[config.mk]
export PLATFORM = sky130hd
export DESIGN_NAME = irq_summary
export DESIGN_NICKNAME = d
export VERILOG_FILES = /design/src/irq_summary_pkg.sv /design/src/fault_debounce.sv /design/src/irq_summary.sv
export SDC_FILE = /design/constraint.sdc
export NUM_CORES = 1
export LEC_CHECK = 0
export BUFFER_PORTS_ARGS = -buffer_cell sky130_fd_sc_hd__clkbuf_2
export CAP_MARGIN = 20
export CORE_UTILIZATION = 53
export DETAILED_ROUTE_END_ITERATION = 16
export HOLD_SLACK_MARGIN = 0.05
export PLACE_DENSITY_LB_ADDON = 0.05
export SETUP_SLACK_MARGIN = 0.3
export SLEW_MARGIN = 20
export SYNTH_ARGS = -nofsm -noshare
export SYNTH_HDL_FRONTEND = slang
export SYNTH_SLANG_ARGS = --single-unit
[constraint.sdc]
create_clock -name i_core_clk -period 2.85 [get_ports i_core_clk]
set_clock_uncertainty 0.05 [all_clocks]
set_input_delay 0.285 -clock i_core_clk [delete_from_list [all_inputs] [get_ports i_core_clk]]
set_output_delay 0.285 -clock i_core_clk [all_outputs]
set_load 0.05 [all_outputs]
[src/irq_summary_pkg.sv]
// Constants for the interrupt summary block: register offsets, field
// positions, reset values and debounce timing.
// Assumes an 8-bit register port with 8-bit addresses.
package irq_summary_pkg;
  localparam int unsigned ADDR_W            = 8;
  localparam int unsigned DATA_W            = 8;
  localparam int unsigned NUM_BUCK          = 3;
  localparam logic [7:0]  GROUP_SUMMARY_ADR = 8'h06;
  localparam logic [7:0]  LIMIT_STATUS_ADR  = 8'h08;
  localparam logic [7:0]  LIMIT_MASK_ADR    = 8'h09;
  localparam logic [7:0]  LIMIT_LIVE_ADR    = 8'h0a;
  // Category bit positions
  localparam int unsigned CHARGER_BIT       = 0;
  localparam int unsigned BUCK_ONE_BIT      = 1;
  localparam int unsigned BUCK_TWO_BIT      = 2;
  localparam int unsigned BUCK_THREE_BIT    = 3;
  localparam int unsigned LINEAR_BIT        = 4;
  localparam int unsigned BUTTON_BIT        = 5;
  localparam int unsigned TEMP_BIT          = 6;
  localparam int unsigned MISC_BIT          = 7;
  localparam logic [2:0]  MASK_RESET        = 3'h7;
  localparam logic [2:0]  STATUS_RESET      = 3'h0;
  localparam logic [4:0]  UNUSED_ZERO       = 5'h00;
  // Debounce time of the current-limit fault
  localparam int unsigned DEBOUNCE_NS       = 1000;
  localparam int unsigned CLK_PERIOD_NS     = 10;
  localparam int unsigned DEBOUNCE_CYCLES   = (DEBOUNCE_NS + CLK_PERIOD_NS - 1) / CLK_PERIOD_NS;
  localparam int unsigned SYNC_STAGES       = 3;
endpackage : irq_summary_pkg

[src/fault_debounce.sv]
// Synchroniser and debouncer for one asynchronous current-limit fault pin.
// Assumes the fault is a level from analog logic outside the clock domain.
`timescale 1ns/1ps
module fault_debounce
  import irq_summary_pkg::*;
#(
  parameter int unsigned CYCLES = DEBOUNCE_CYCLES
)
(
  input  wire logic i_core_clk, // System clock
  input  wire logic i_reset,    // Async reset, active high
  input  wire logic i_fault,    // Raw fault level
  output logic      o_live      // Debounced fault level
);
  logic [SYNC_STAGES-1:0] sync_reg;
  logic [15:0]            count_reg;
  logic [15:0]            count_next;
  logic                   live_reg;
  wire                    agreed = sync_reg[1] == sync_reg[2];
  wire                    differs = agreed && (sync_reg[2] != live_reg);

  // Count only while the settled input differs from the held level
  assign count_next = differs ? count_reg + 16'h0001 : 16'h0000;

  // Three-stage sync; stage 0 feeds stage 1 only
  always_ff @(posedge i_core_clk or posedge i_reset)
  begin
    if (i_reset)
    begin
      sync_reg  <= '0;
      count_reg <= 16'h0000;
      live_reg  <= 1'b0;
    end
    else
    begin
      sync_reg  <= {sync_reg[1:0], i_fault};
      count_reg <= count_next;
      // Level must persist longer than the debounce time
      if (differs && count_reg >= CYCLES[15:0])
        live_reg <= sync_reg[2];
    end
  end

  assign o_live = live_reg;
endmodule : fault_debounce

[src/irq_summary.sv]
// Interrupt summary logic: group category register, buck low-side
// current-limit status, mask and live registers, and the interrupt pin.
// Assumes a simple synchronous register port driven by the serial
// front end; the other groups deliver their OR-ed status as inputs.
`timescale 1ns/1ps
module irq_summary
  import irq_summary_pkg::*;
#(
  parameter int unsigned DEBOUNCE = DEBOUNCE_CYCLES
)
(
  input  wire logic                                   i_core_clk,      // System clock
  input  wire logic                                   i_reset,         // Async reset, high
  input  wire logic [irq_summary_pkg::ADDR_W-1:0]     i_addr,          // Register address
  input  wire logic                                   i_wr_en,         // Write strobe
  input  wire logic [irq_summary_pkg::DATA_W-1:0]     i_wr_data,       // Write data
  input  wire logic                                   i_rd_en,         // Read strobe
  output logic      [irq_summary_pkg::DATA_W-1:0]     o_rd_data,       // Read data, registered
  input  wire logic [irq_summary_pkg::NUM_BUCK-1:0]   i_buck_fault,    // Raw low-side limit faults
  input  wire logic [irq_summary_pkg::NUM_BUCK-1:0]   i_buck_other,    // Other buck status ORs
  input  wire logic [irq_summary_pkg::NUM_BUCK-1:0]   i_buck_other_irq,// Other buck unmasked ORs
  input  wire logic                                   i_charger_any,   // Charger status OR
  input  wire logic                                   i_linear_any,    // Linear regulator OR
  input  wire logic                                   i_button_any,    // Push-button OR
  input  wire logic                                   i_temp_any,      // Temperature OR
  input  wire logic                                   i_misc_any,      // Other status OR
  input  wire logic                                   i_ext_irq,       // Other unmasked status OR
  output logic                                        o_irq_out_n      // Interrupt pin, low active
);
  logic [NUM_BUCK-1:0] status_reg;
  logic [NUM_BUCK-1:0] status_next;
  logic [NUM_BUCK-1:0] mask_reg;
  logic [NUM_BUCK-1:0] live;
  logic [NUM_BUCK-1:0] live_prev_reg;
  logic [DATA_W-1:0]   rd_data_reg;
  logic [DATA_W-1:0]   rd_data_next;
  logic                irq_n_reg;

  // Debounce each buck fault separately
  genvar g;
  generate
    for (g = 0; g < NUM_BUCK; g++)
    begin : g_deb
      fault_debounce #(.CYCLES(DEBOUNCE)) u_deb (
        .i_core_clk (i_core_clk),
        .i_reset    (i_reset),
        .i_fault    (i_buck_fault[g]),
        .o_live     (live[g])
      );
    end
  endgenerate

  // Address decode
  wire sel_summary = i_addr == GROUP_SUMMARY_ADR;
  wire sel_status  = i_addr == LIMIT_STATUS_ADR;
  wire sel_mask    = i_addr == LIMIT_MASK_ADR;
  wire sel_live    = i_addr == LIMIT_LIVE_ADR;

  // Rising edge of the debounced fault sets status
  wire [NUM_BUCK-1:0] set_evt = live & ~live_prev_reg;
  wire [NUM_BUCK-1:0] rd_clr  = (i_rd_en && sel_status) ? {NUM_BUCK{1'b1}} : '0;
  wire [NUM_BUCK-1:0] wr_clr  = (i_wr_en && sel_status) ? i_wr_data[NUM_BUCK-1:0] : '0;

  // Set wins over a clear in the same cycle so no event is lost
  assign status_next = (status_reg & ~(rd_clr | wr_clr)) | set_evt;

  // Category bits, pure ORs with no storage of their own
  wire [DATA_W-1:0] summary;
  assign summary[CHARGER_BIT]    = i_charger_any;
  assign summary[BUCK_ONE_BIT]   = status_reg[0] | i_buck_other[0];
  assign summary[BUCK_TWO_BIT]   = status_reg[1] | i_buck_other[1];
  assign summary[BUCK_THREE_BIT] = status_reg[2] | i_buck_other[2];
  assign summary[LINEAR_BIT]     = i_linear_any;
  assign summary[BUTTON_BIT]     = i_button_any;
  assign summary[TEMP_BIT]       = i_temp_any;
  assign summary[MISC_BIT]       = i_misc_any;

  // Read mux; unused bits return zero
  assign rd_data_next = sel_summary ? summary :
                        sel_status  ? {UNUSED_ZERO, status_reg} :
                        sel_mask    ? {UNUSED_ZERO, mask_reg} :
                        sel_live    ? {UNUSED_ZERO, live} :
                        8'h00;

  // Pin pulled low for any unmasked source in any group
  wire irq_any = |(status_reg & ~mask_reg) | |i_buck_other_irq | i_ext_irq;

  // Status and mask storage
  always_ff @(posedge i_core_clk or posedge i_reset)
  begin
    if (i_reset)
    begin
      status_reg    <= STATUS_RESET;
      mask_reg      <= MASK_RESET;
      live_prev_reg <= '0;
    end
    else
    begin
      status_reg    <= status_next;
      live_prev_reg <= live;
      // Only low bits stored; summary is read-only
      if (i_wr_en && sel_mask)
        mask_reg <= i_wr_data[NUM_BUCK-1:0];
    end
  end

  // Registered read data and pin
  always_ff @(posedge i_core_clk or posedge i_reset)
  begin
    if (i_reset)
    begin
      rd_data_reg <= 8'h00;
      irq_n_reg   <= 1'b1;
    end
    else
    begin
      if (i_rd_en)
        rd_data_reg <= rd_data_next;
      irq_n_reg <= ~irq_any;
    end
  end

  assign o_rd_data   = rd_data_reg;
  assign o_irq_out_n = irq_n_reg;

  // Checks: buck one category follows its status OR
  chk_summary_buck_or: assert property (@(posedge i_core_clk) disable iff (i_reset)
    summary[BUCK_ONE_BIT] == (status_reg[0] | i_buck_other[0]))
    else $error("buck one category mismatch");

  // Status holds with no clear in the cycle
  chk_status_sticky: assert property (@(posedge i_core_clk) disable iff (i_reset)
    (status_reg[0] && !(i_rd_en && sel_status) && !(i_wr_en && sel_status && i_wr_data[0]))
    |=> status_reg[0])
    else $error("status dropped without clear");

  // A set needs a debounced fault behind it
  chk_status_set_live: assert property (@(posedge i_core_clk) disable iff (i_reset)
    $rose(status_reg[1]) |-> $past(live[1]))
    else $error("status set without debounced fault");

  // Read of the status register clears it
  chk_read_clears: assert property (@(posedge i_core_clk) disable iff (i_reset)
    (i_rd_en && sel_status && !set_evt[2]) |=> !status_reg[2])
    else $error("read did not clear status");

  // Unmasked status pulls the pin
  chk_pin_unmasked: assert property (@(posedge i_core_clk) disable iff (i_reset)
    (status_reg[0] && !mask_reg[0]) |=> !o_irq_out_n)
    else $error("unmasked status left pin high");

  // Nothing unmasked anywhere releases the pin
  chk_pin_masked_idle: assert property (@(posedge i_core_clk) disable iff (i_reset)
    ((status_reg & ~mask_reg) == '0 && !i_ext_irq && i_buck_other_irq == '0) |=> o_irq_out_n)
    else $error("pin low with nothing unmasked");

  // Upper bits of status and mask read zero
  chk_read_upper_zero: assert property (@(posedge i_core_clk) disable iff (i_reset)
    (i_rd_en && (sel_status || sel_mask)) |=> o_rd_data[7:3] == UNUSED_ZERO)
    else $error("unused bits not zero");

  // Buck categories drop with their sources
  chk_summary_drops: assert property (@(posedge i_core_clk) disable iff (i_reset)
    (status_reg == '0 && i_buck_other == '0) |-> summary[3:1] == 3'h0)
    else $error("category stuck after clear");

  // Charger category as seen on the read port
  chk_cat_charger_read: assert property (@(posedge i_core_clk) disable iff (i_reset)
    (i_rd_en && sel_summary) |=> o_rd_data[CHARGER_BIT] == $past(i_charger_any))
    else $error("charger category read wrong");

  // Buck two category on the read port
  chk_cat_buck_two: assert property (@(posedge i_core_clk) disable iff (i_reset)
    (i_rd_en && sel_summary) |=> o_rd_data[BUCK_TWO_BIT] == $past(status_reg[1] | i_buck_other[1]))
    else $error("buck two category read wrong");

  // Buck three category on the read port
  chk_cat_buck_three: assert property (@(posedge i_core_clk) disable iff (i_reset)
    (i_rd_en && sel_summary)
    |=> o_rd_data[BUCK_THREE_BIT] == $past(status_reg[2] | i_buck_other[2]))
    else $error("buck three category read wrong");

  // Linear regulator category on the read port
  chk_cat_linear_read: assert property (@(posedge i_core_clk) disable iff (i_reset)
    (i_rd_en && sel_summary) |=> o_rd_data[LINEAR_BIT] == $past(i_linear_any))
    else $error("linear category read wrong");

  // Push-button category on the read port
  chk_cat_button_read: assert property (@(posedge i_core_clk) disable iff (i_reset)
    (i_rd_en && sel_summary) |=> o_rd_data[BUTTON_BIT] == $past(i_button_any))
    else $error("button category read wrong");

  // Temperature category on the read port
  chk_cat_temp_read: assert property (@(posedge i_core_clk) disable iff (i_reset)
    (i_rd_en && sel_summary) |=> o_rd_data[TEMP_BIT] == $past(i_temp_any))
    else $error("temperature category read wrong");

  // Remaining sources category on the read port
  chk_cat_misc_read: assert property (@(posedge i_core_clk) disable iff (i_reset)
    (i_rd_en && sel_summary) |=> o_rd_data[MISC_BIT] == $past(i_misc_any))
    else $error("misc category read wrong");

  // No debounced fault, no new status
  chk_status_no_live: assert property (@(posedge i_core_clk) disable iff (i_reset)
    (!live[0] && !status_reg[0]) |=> !status_reg[0])
    else $error("status set without live fault");

  // Buck three status holds with no clear
  chk_status_sticky_three: assert property (@(posedge i_core_clk) disable iff (i_reset)
    (status_reg[2] && !(i_rd_en && sel_status) && !(i_wr_en && sel_status && i_wr_data[2]))
    |=> status_reg[2])
    else $error("buck three status dropped");

  // A set in the same cycle as a clear wins
  chk_set_beats_clear: assert property (@(posedge i_core_clk) disable iff (i_reset)
    set_evt[1] |=> status_reg[1])
    else $error("set event lost");

  // Writing one clears buck one status
  chk_write_clears_one: assert property (@(posedge i_core_clk) disable iff (i_reset)
    (i_wr_en && sel_status && i_wr_data[0] && !set_evt[0]) |=> !status_reg[0])
    else $error("write one did not clear");

  // Writing one clears buck three status
  chk_write_clears_three: assert property (@(posedge i_core_clk) disable iff (i_reset)
    (i_wr_en && sel_status && i_wr_data[2] && !set_evt[2]) |=> !status_reg[2])
    else $error("write one did not clear buck three");

  // Read clears buck one status as well
  chk_read_clears_one: assert property (@(posedge i_core_clk) disable iff (i_reset)
    (i_rd_en && sel_status && !set_evt[0]) |=> !status_reg[0])
    else $error("read did not clear buck one");

  // Buck three unmasked status pulls the pin
  chk_pin_unmasked_three: assert property (@(posedge i_core_clk) disable iff (i_reset)
    (status_reg[2] && !mask_reg[2]) |=> !o_irq_out_n)
    else $error("buck three left pin high");

  // Other groups' unmasked sources pull the pin
  chk_pin_ext_low: assert property (@(posedge i_core_clk) disable iff (i_reset)
    i_ext_irq |=> !o_irq_out_n)
    else $error("external source left pin high");

  // Other buck sources pull the pin
  chk_pin_other_low: assert property (@(posedge i_core_clk) disable iff (i_reset)
    (|i_buck_other_irq) |=> !o_irq_out_n)
    else $error("other buck source left pin high");

  // Status reads back as stored, whatever the mask holds
  chk_status_read_back: assert property (@(posedge i_core_clk) disable iff (i_reset)
    (i_rd_en && sel_status) |=> o_rd_data == {UNUSED_ZERO, $past(status_reg)})
    else $error("status read back wrong");

  // Mask write lands in the low bits only
  chk_mask_write_lands: assert property (@(posedge i_core_clk) disable iff (i_reset)
    (i_wr_en && sel_mask) |=> mask_reg == $past(i_wr_data[NUM_BUCK-1:0]))
    else $error("mask write lost");

  // Mask keeps its value with no write
  chk_mask_holds: assert property (@(posedge i_core_clk) disable iff (i_reset)
    !(i_wr_en && sel_mask) |=> $stable(mask_reg))
    else $error("mask changed without write");

  // Mask reads back as stored
  chk_mask_read_back: assert property (@(posedge i_core_clk) disable iff (i_reset)
    (i_rd_en && sel_mask) |=> o_rd_data == {UNUSED_ZERO, $past(mask_reg)})
    else $error("mask read back wrong");

  // Live register shows the debounced level
  chk_live_read: assert property (@(posedge i_core_clk) disable iff (i_reset)
    (i_rd_en && sel_live) |=> o_rd_data == {UNUSED_ZERO, $past(live)})
    else $error("live read back wrong");

  // Unmapped reads return zero
  chk_unmapped_zero: assert property (@(posedge i_core_clk) disable iff (i_reset)
    (i_rd_en && !(sel_summary || sel_status || sel_mask || sel_live)) |=> o_rd_data == 8'h00)
    else $error("unmapped read not zero");

  // Read data stands until the next read
  chk_read_data_holds: assert property (@(posedge i_core_clk) disable iff (i_reset)
    !i_rd_en |=> $stable(o_rd_data))
    else $error("read data changed without read");
endmodule : irq_summary

==> impl_metrics.json, run 1 <==
{
  "multi_input_area_um2": 1580,
  "ys_warn_count": 0,
  "antenna_found_initial": 0,
  "synthMuxAreaShare_pct": 1.43,
  "drive_gt1_share_pct": 16.9,
  "hold_path_class": "in2reg",
  "reg2reg_setup_slack_ns": 1.0,
  "dp_hpwl_um": 4690,
  "setup_ws_ns": 0.997,
  "syn_nets": 410,
  "regArea_um2": 1960,
  "worst_slew_pin_slew_ns": 0.724,
  "powerDensity_nw_per_um2": 527,
  "arrival_ns": 2.07,
  "synthAdderAreaFrac_pct": 2.05,
  "p_leak_nw": 1.76,
  "gr-total-overflow": 0,
  "final_common_cell": "dfrtp_1",
  "instances_no_fill": 498,
  "dpl_cell_area_um2": 3950,
  "synth_area_um2": 3670,
  "r2r_start": "g_deb[1].u_deb.count_reg[5]",
  "power_frac_comb_pct": 4.8,
  "clock_path_buffers": 2,
  "numClockSinks": 78,
  "seq_power_share_pct": 51.4,
  "intPower_w": 0.00175,
  "synth_xor_area_share_pct": 7.16,
  "final_cell_mix": "dfrtp_1, nor2_1, clkbuf_2",
  "yosys.area_share.simple_pct": 21.5,
  "syn_area_per_cell_um2": 9.95,
  "seq_area_frac_synth_pct": 53.3,
  "io_pins": 44,
  "slew_headroom_pct": 51.7,
  "required_ns": 3.07,
  "hold_viol": 0,
  "numCtsBuffers": 9,
  "nets": 457,
  "clk_latency_ns": 0.35,
  "ff2ff_path_depth": 4,
  "fillCellCount": 534,
  "r2r-end": "g_deb[1].u_deb.count_reg[15]",
  "fmax_mhz": 540,
  "ys_ff_latch": 78,
  "synth_compound_area_share_pct": 11.0,
  "grt_pass1_wl_um": 11900,
  "die_h_um": 85.2,
  "drv_slew": 0,
  "synthCells": 369,
  "crit_type": "reg2reg",
  "cts-htree-levels": 3,
  "rows": 29,
  "fin_crit_sh_pct": 65.0,
  "synth_edf_count": 0,
  "grt_usage_pct": 20.9,
  "port_buffers": 38,
  "ant_nets": 0,
  "grt_max_degree": 43,
  "cts_tree": "built",
  "p_clk_share_pct": 43.8,
  "end_kind": "register",
  "timing.critical_path.from": "g_deb[1].u_deb.count_reg[5]",
  "dp_cells": 478,
  "gp_congestion": 0.814,
  "dieArea_um2": 7260,
  "cap_violations": 0,
  "via_per_inst": 5.58,
  "drc": 0,
  "synth_cell_types": 43,
  "synth_top_family_by_area": "simple AND/OR/NAND/NOR gates",
  "p_sw_w": 0.000475,
  "peakVddDrop_mv": 0.396,
  "fp.coreArea_um2": 6530,
  "cts_root_buffer": "clkbuf_8",
  "synthArstFlopShare_pct": 100,
  "rsz0062_at_grt": "false",
  "initial_core_util_pct": 56.2,
  "ys.flop_type": "dfrtp_1",
  "cp-endpoint": "g_deb[1].u_deb.count_reg[15]",
  "place_ws_ns": 0.914,
  "start_kind": "register",
  "netSwitchingFraction_pct": 21.4,
  "status": "finished clean",
  "area_delta_synth_final_pct": 15.0,
  "setup_tns_ns": 0,
  "setup_viol": 0,
  "num_vias": 2779,
  "post-cts-setup-buffer-count": 0,
  "insertedDiodeCount": 0,
  "grt_pass1_vias": 2653,
  "wl_per_cell_um": 13.6,
  "final_area_um2": 4220,
  "drt_iter0_drc": 67,
  "fin_crit_ns": 1.85,
  "wl_um": 6790,
  "clkTransAtPathRegs_ns": 0.08,
  "worstPathMaxFanout": 8,
  "largest_reg_flops": 48,
  "die_w_um": 85.2,
  "dr.pass1.iters": 4
}
[worst max-delay path, cell delays in order, from the launching register on]
cell,delay [ns]
dfrtp_1,0.40
nand3_1,0.24
or3_4,0.45
or4_1,0.47
a21oi_1,0.16
[power by group through the flow]
stage	clock network, W	logic [W]	registers, W
2_1_floorplan	0	0.0000584	0.00117
3_3_place_gp	0	0.000103	0.00116
3_5_place_dp	0	0.000106	0.00116
4_1_cts	0.00101	0.000111	0.00114
5_1_grt	0.00105	0.000122	0.00115
6_report	0.000974	0.000107	0.00114
[cells by family after synthesis]
kind of cell / count (synthesis)
adders and majority gates: 6
buffers and inverters: 34
AOI/OAI and AO/OA: 67
xor gates and xnor gates: 30
DFF: 78
muxes: 5
and+or+nand+nor: 149
[what timing repair did]
action,CTS,global route
hold endpoints to repair,39,0
gates resized for setup,0,0
hold buffers,4,0
[cells in the mapped netlist (all sizes together) (4+ instances only)]
library cell	n	area share, %
a21oi	16	2.2
nand3	22	3.3
o31ai	4	0.82
ha	6	2.0
nor4	10	1.9
dfrtp	74	50
nand2b	4	0.68
inv	25	2.6
or4	6	1.3
dfstp	4	2.9
and2	4	0.68
o2bb2ai	4	0.95
or3	11	2.1
nand4	9	1.5
xnor2	16	3.8
o21ai	26	3.5
nand2	21	2.1
and4	4	0.95
o211ai	4	0.82
xor2	14	3.3
nor2	41	4.2
clkbuf	8	0.82
nor3	10	1.4
[layer usage]
metal / part of all wire, % / track usage (%) / wire length, um
met1: 48 / 27.1 / 3290
met2: 47 / 33.6 / 3160
met3: 3.8 / 6.23 / 255
met4: 1.2 / 7.24 / 82
met5: 0 / 0 / 0
[worst min-delay path by stage]
stage / startpoint / endpoint / slack, ns / cells after the start
floorplan: i_buck_fault[0] / g_deb[0].u_deb.sync_reg[0] / 0.27 / 0
global placement: g_deb[0].u_deb.sync_reg[0] / g_deb[0].u_deb.sync_reg[1] / 0.28 / 0
detailed placement: g_deb[0].u_deb.sync_reg[0] / g_deb[0].u_deb.sync_reg[1] / 0.29 / 0
CTS: i_temp_any / o_rd_data[6] / 0.1 / 3
global route: i_wr_data[2] / mask_reg[2] / 0.1 / 3
finish: i_linear_any / o_rd_data[4] / 0.11 / 3
[stage by stage]
stage | power [W] | utilization (%) | hold WS (ns)
2_1_floorplan | 0.00122 | - | 0.266
3_3_place_gp | 0.00127 | 60.4 | 0.283
3_5_place_dp | 0.00127 | 60.4 | 0.286
4_1_cts | 0.00226 | 64.6 | 0.0957
5_1_grt | 0.00231 | 64.6 | 0.0957
6_report | 0.00222 | 64.6 | 0.113
[final cells by class]
class	count	area share [%]
clock inverter	6	2.58
sequential	78	46.4
tap	77	2.28
timing repair buffer	45	5.99
clock buffer	10	3.02
multi-input combinational	257	37.5
inverter	25	2.25
No activity file was read; power rests on OpenSTA's default activity.
==> run 2: changes to the inputs <==
--- a/config.mk
+++ b/config.mk
@@ -7,7 +7,7 @@
 export LEC_CHECK = 0
 export BUFFER_PORTS_ARGS = -buffer_cell sky130_fd_sc_hd__clkbuf_2
 export CAP_MARGIN = 20
-export CORE_UTILIZATION = 53
+export CORE_UTILIZATION = 52
 export DETAILED_ROUTE_END_ITERATION = 16
 export HOLD_SLACK_MARGIN = 0.05
 export PLACE_DENSITY_LB_ADDON = 0.05
==> constraint.sdc (replaced) <==
create_clock -name i_core_clk -period 1.55 [get_ports i_core_clk]
set_clock_uncertainty 0.05 [all_clocks]
set_input_delay 0.155 -clock i_core_clk [delete_from_list [all_inputs] [get_ports i_core_clk]]
set_output_delay 0.155 -clock i_core_clk [all_outputs]
set_load 0.05 [all_outputs]
==> run 2 against run 1 <==
The flow now finishes with violations (setup timing). Final area increased by 32%. Largest power group unchanged. Sequential power grew 84%. Final cell count is 20% higher. Fmax grew 19%. Worst setup slack lost 1.0 ns. Sequential share of layout area down 11 points. Utilization grew 17 points. Worst hold slack got worse by 0.11 ns. Sequential cell count unchanged. Wire length is 42% higher. First-iteration DRC count rose by 87%. Clock power up 70%.
==> impl_metrics.json, run 2 (synthesized netlist as in run 1, its figures left out) <==
{
  "port_buffers": 38,
  "r2r_start": "g_deb[1].u_deb.count_reg[6]",
  "rows": 30,
  "fin_crit_sh_pct": 101,
  "fin_total_pwr_w": 0.00405,
  "p_leak_nw": 2.47,
  "setup_tns_ns": -0.0106,
  "min_to": "o_irq_out_n",
  "setup_viol": 1,
  "instances_no_fill": 600,
  "critPathMaxStageDelay_ns": 0.42,
  "cts_root_buffer": "clkbuf_8",
  "cts-htree-levels": 3,
  "drive_gt1_share_pct": 44.2,
  "clock_path_buffers": 2,
  "wl_per_cell_um": 16.0,
  "min_from": "i_buck_other_irq[2]",
  "slew_headroom_pct": 70.5,
  "start_kind": "register",
  "fp.coreArea_um2": 6790,
  "r2r-end": "g_deb[1].u_deb.count_reg[15]",
  "clk_latency_ns": 0.35,
  "path_cells": "nand3_2 > or3_4 > or4_1 > a21oi_1",
  "dieArea_um2": 7400,
  "grt_usage_pct": 24.5,
  "regArea_um2": 1960,
  "via_per_inst": 5.49,
  "setup_ws_ns": -0.0106,
  "drc": 0,
  "status": "finished, violations left",
  "numClockSinks": 78,
  "numCtsBuffers": 9,
  "cp_num_buf_inv": 0,
  "io_pins": 44,
  "cts_hold_buf": 14,
  "dp_cells": 535,
  "whs_path_depth": 3,
  "wl_um": 9610,
  "area_delta_synth_final_pct": 51.7,
  "antenna_found_initial": 0,
  "gr-total-overflow": 0,
  "worst_slew_pin_slew_ns": 0.436,
  "grt_pass1_vias": 3194,
  "hold_viol": 0,
  "hold_path_class": "in2reg",
  "fmax_mhz": 641,
  "gp_congestion": 0.837,
  "initial_core_util_pct": 54.0,
  "ff2ff_path_depth": 4,
  "final_common_cell": "dfrtp_1",
  "reg2reg_setup_slack_ns": -0.01,
  "num_vias": 3294,
  "crit_type": "reg2reg",
  "violations": "setup timing",
  "end_kind": "register",
  "arrival_ns": 1.79,
  "worstPathMaxFanout": 4,
  "dr.pass1.iters": 4,
  "drv_slew": 0,
  "multi_input_area_um2": 2130,
  "final_cell_mix": "dfrtp_1, buf_4, nor2_1",
  "nets": 540,
  "dp_hpwl_um": 5050,
  "cp_top_family": "simple AND/OR/NAND/NOR gates",
  "crit_path_top_delay_cell": "or3_4",
  "ant_nets": 0,
  "rsz0062_at_grt": "true",
  "insertedDiodeCount": 0,
  "grt_max_degree": 35,
  "whs_ns": 0.00131,
  "cap_violations": 0,
  "fillCellCount": 393,
  "grt_pass1_wl_um": 14100,
  "die_h_um": 86.0,
  "largest_reg_flops": 48,
  "powerDensity_nw_per_um2": 728,
  "fin_crit_ns": 1.56,
  "die_w_um": 86.0,
  "required_ns": 1.78,
  "peakVddDrop_mv": 0.491,
  "cts_tree": "built",
  "drt_iter0_drc": 125,
  "clkTransAtPathRegs_ns": 0.08
}
==> run 2: cell count changes in the layout (fill, tap and decap cells not counted), moves of 8 or more <==
cell / previous run / this run
nand3_1: 21 / 13
nor3_1: 10 / 1
a21oi_2: 0 / 8
nor4_1: 9 / 1
nor4_4: 0 / 9
a21oi_1: 16 / 8
o21ai_0: 26 / 16
or3_4: 1 / 9
buf_4: 3 / 46
dlygate4sd3_1: 4 / 14
buf_6: 0 / 26
==> run 2: how the worst max path moves through the flow <==
| stage | startpoint | endpoint | slack (ns) | cells past startpoint |
|---|---|---|---|---|
| 4_1_cts | g_deb[1].u_deb.count_reg[3] | g_deb[1].u_deb.count_reg[15] | 0.004 | 4 |
| 5_1_grt | g_deb[2].u_deb.count_reg[0] | g_deb[2].u_deb.count_reg[12] | -0.06 | 5 |
| 2_1_floorplan | i_addr[5] | status_reg[0] | -0.04 | 4 |
| 6_report | g_deb[1].u_deb.count_reg[6] | g_deb[1].u_deb.count_reg[15] | -0.01 | 4 |
| 3_3_place_gp | i_addr[5] | status_reg[2] | -0.16 | 5 |
| 3_5_place_dp | i_addr[5] | status_reg[1] | -0.19 | 5 |
==> run 2: final cells by class <==
class | count | share of cell area (%)
Clock inverter | 6 | 1.55
Timing Repair Buffer | 126 | 18.7
Tap cell | 96 | 2.16
Inverter | 25 | 1.75
Sequential cell | 78 | 35.2
Multi-Input combinational cell | 259 | 38.3
Clock buffer | 10 | 2.29
==> run 2: report_power, final <==
group,leakage [nW],internal [W],switching (W)
clock,0.106,0.000905,0.000755
combinational,1.33,0.000132,0.000158
sequential,1.03,0.00207,0.0000335
==> run 2: repair_timing <==
item | in CTS | in global routing
setup endpoints to repair | 48 | 58
buffers inserted | 19 | 14
gates resized for setup | 55 | 71
endpoints found under the hold margin | 28 | 1
pin swaps | 40 | 48
cloned | 0 | 2
==> run 2: worst register-to-register path: stages (launching register included) <==
cell and delay, ns:
dfrtp_1 0.38, nand3_2 0.10, or3_4 0.42, or4_1 0.40, a21oi_1 0.14
==> run 2: layer usage <==
metal  vias up  GRT usage, %  part of all wire, %
li1       1563             -                    -
met1      1627          31.0                   43
met2        79          41.3                   51
met3        25          3.46                  2.7
met4         0          12.3                  2.7
met5         -             0                    0
==> run 2: per-stage QoR <==
stage / worst slack [ns] / cell area, um2 / utilization, %
after floorplan: -0.0442 / 3800 / -
after global placement: -0.160 / 4370 / 64.3
after detailed placement: -0.185 / 4370 / 64.3
after CTS: 0.00362 / 5140 / 75.6
after global routing: -0.0594 / 5570 / 81.9
final: -0.0106 / 5570 / 81.9
==> run 3: changes to the inputs <==
==> constraint.sdc (replaced) <==
create_clock -name i_core_clk -period 1.55 [get_ports i_core_clk]
set_clock_uncertainty 0.05 [all_clocks]
set_input_delay 0.0775 -clock i_core_clk [delete_from_list [all_inputs] [get_ports i_core_clk]]
set_output_delay 0.0775 -clock i_core_clk [all_outputs]
set_load 0.1 [all_outputs]
==> run 3 against run 2 <==
The flow still finishes with violations (setup timing). Largest cell class unchanged. Fmax shrank 1.6%. Largest power group unchanged. Total power up 1.4%. Worst hold slack gained 0.090 ns. Worst setup slack lost 0.026 ns. Highest routed layer unchanged. Final cell count grew 2.0%.
==> impl_metrics.json, run 3 (synthesized netlist as in run 1, its figures left out) <==
{
  "die_h_um": 86.0,
  "drive_gt1_share_pct": 45.7,
  "gp_congestion": 0.791,
  "drc": 0,
  "largest_reg_flops": 48,
  "violations": "setup timing",
  "arrival_ns": 1.82,
  "clkTransAtPathRegs_ns": 0.09,
  "grt_pass1_wl_um": 14700,
  "final_core_util_pct": 84.0,
  "io_pins": 44,
  "fp.coreArea_um2": 6790,
  "peakVddDrop_mv": 0.598,
  "setup_viol": 2,
  "setup_ws_ns": -0.0363,
  "slew_headroom_pct": 72.6,
  "crit_type": "reg2reg",
  "reg2reg_setup_slack_ns": -0.04,
  "numCtsBuffers": 9,
  "clk_latency_ns": 0.35,
  "numClockSinks": 78,
  "instances_no_fill": 612,
  "r2r-end": "g_deb[1].u_deb.count_reg[15]",
  "wl_um": 10300,
  "powerDensity_nw_per_um2": 720,
  "rsz0062_at_grt": "true",
  "status": "finished, violations left",
  "final_common_cell": "dfrtp_1",
  "fmax_mhz": 630,
  "whs_ns": 0.0917,
  "min_to": "status_reg[2]",
  "gr-total-overflow": 0,
  "start_kind": "register",
  "insertedDiodeCount": 0,
  "hold_path_class": "in2reg",
  "worstPathMaxFanout": 4,
  "drt_iter0_drc": 133,
  "area_delta_synth_final_pct": 55.5,
  "ff2ff_path_depth": 4,
  "dp_cells": 532,
  "dieArea_um2": 7400,
  "required_ns": 1.78,
  "cts_root_buffer": "clkbuf_8",
  "grt_pass1_vias": 3192,
  "cap_violations": 0,
  "initial_core_util_pct": 54.0,
  "setup_tns_ns": -0.0368,
  "cts_tree": "built",
  "hold_viol": 0,
  "p_leak_nw": 2.52,
  "r2r_start": "g_deb[1].u_deb.count_reg[7]",
  "grt_usage_pct": 25.5,
  "whs_path_depth": 4,
  "drv_slew": 0,
  "fin_crit_sh_pct": 102,
  "fin_crit_ns": 1.59,
  "dp_hpwl_um": 5060,
  "end_kind": "register",
  "cts-htree-levels": 3,
  "die_w_um": 86.0,
  "worst_slew_pin_slew_ns": 0.410,
  "dr.pass1.iters": 4,
  "rows": 30,
  "grt_max_degree": 79,
  "clock_path_buffers": 2,
  "num_vias": 3369,
  "port_buffers": 38,
  "antenna_found_initial": 0,
  "ant_nets": 0,
  "nets": 552,
  "wl_per_cell_um": 16.8,
  "via_per_inst": 5.50,
  "fillCellCount": 348,
  "final_cell_mix": "dfrtp_1, buf_4, nor2_1",
  "min_from": "i_wr_en"
}
[run 3: cell types whose count changed in the layout (fill, tap and decap cells not counted), sizes merged]
cell	change
buf	+7
dlygate4sd3	+5
[run 3: final cells by class]
cell class | instances | area (um2) | area share (%)
Clock buffer | 10 | 128 | 2.24
Clock inverter | 6 | 86.3 | 1.51
Inverter | 25 | 100 | 1.75
Multi-Input combinational cell | 259 | 2160 | 37.9
Sequential cell | 78 | 1970 | 34.5
Tap cell | 96 | 120 | 2.10
Timing Repair Buffer | 138 | 1140 | 20.0
[run 3: timing repair]
| action | in CTS | in global routing |
|---|---|---|
| endpoints found under the setup margin | 51 | 57 |
| hold endpoints to repair | 90 | 0 |
| cloned | 1 | 2 |
| pin swaps | 53 | 52 |
| setup buffers | 25 | 17 |
| hold buffers | 19 | 0 |
| gates resized for setup | 67 | 71 |
[run 3: worst max-delay path, cell delays in order (launching register included)]
cell and delay [ns]:
dfrtp_1 0.38, nand3_2 0.10, or3_4 0.42, or4_4 0.43
a21oi_2 0.14
[run 3: power by group]
group / switching (W) / internal, W
combinational: 0.000177 / 0.000150
clock: 0.000771 / 0.000906
sequential: 0.0000340 / 0.00207
total: 0.000983 / 0.00313
[run 3: worst max path at each step]
| stage | end | from | cells past startpoint |
|---|---|---|---|
| 6_report | g_deb[1].u_deb.count_reg[15] | g_deb[1].u_deb.count_reg[7] | 4 |
| 5_1_grt | g_deb[1].u_deb.count_reg[15] | g_deb[1].u_deb.count_reg[6] | 4 |
| 4_1_cts | g_deb[1].u_deb.count_reg[13] | g_deb[1].u_deb.count_reg[9] | 4 |
| 3_5_place_dp | status_reg[0] | i_addr[5] | 5 |
| 3_3_place_gp | status_reg[0] | i_addr[5] | 5 |
| 2_1_floorplan | g_deb[1].u_deb.count_reg[15] | g_deb[1].u_deb.count_reg[7] | 4 |
[run 3: per-stage QoR]
stage / setup WS (ns) / power (W) / cell area, um2
2_1_floorplan: 0.00153 / 0.00228 / 3820
3_3_place_gp: -0.0430 / 0.00237 / 4360
3_5_place_dp: -0.0433 / 0.00237 / 4360
4_1_cts: 0.0281 / 0.00408 / 5270
5_1_grt: -0.0787 / 0.00425 / 5710
6_report: -0.0363 / 0.00411 / 5710
[run 3: routing by layer]
metal | global-route usage (%) | vias to the layer above | share of wire (%)
met3 | 3.56 | 29 | 2.9
met4 | 10.2 | 0 | 2.4
li1 | - | 1588 | -
met2 | 45.3 | 80 | 52
met1 | 31.4 | 1672 | 43
met5 | 0 | - | 0
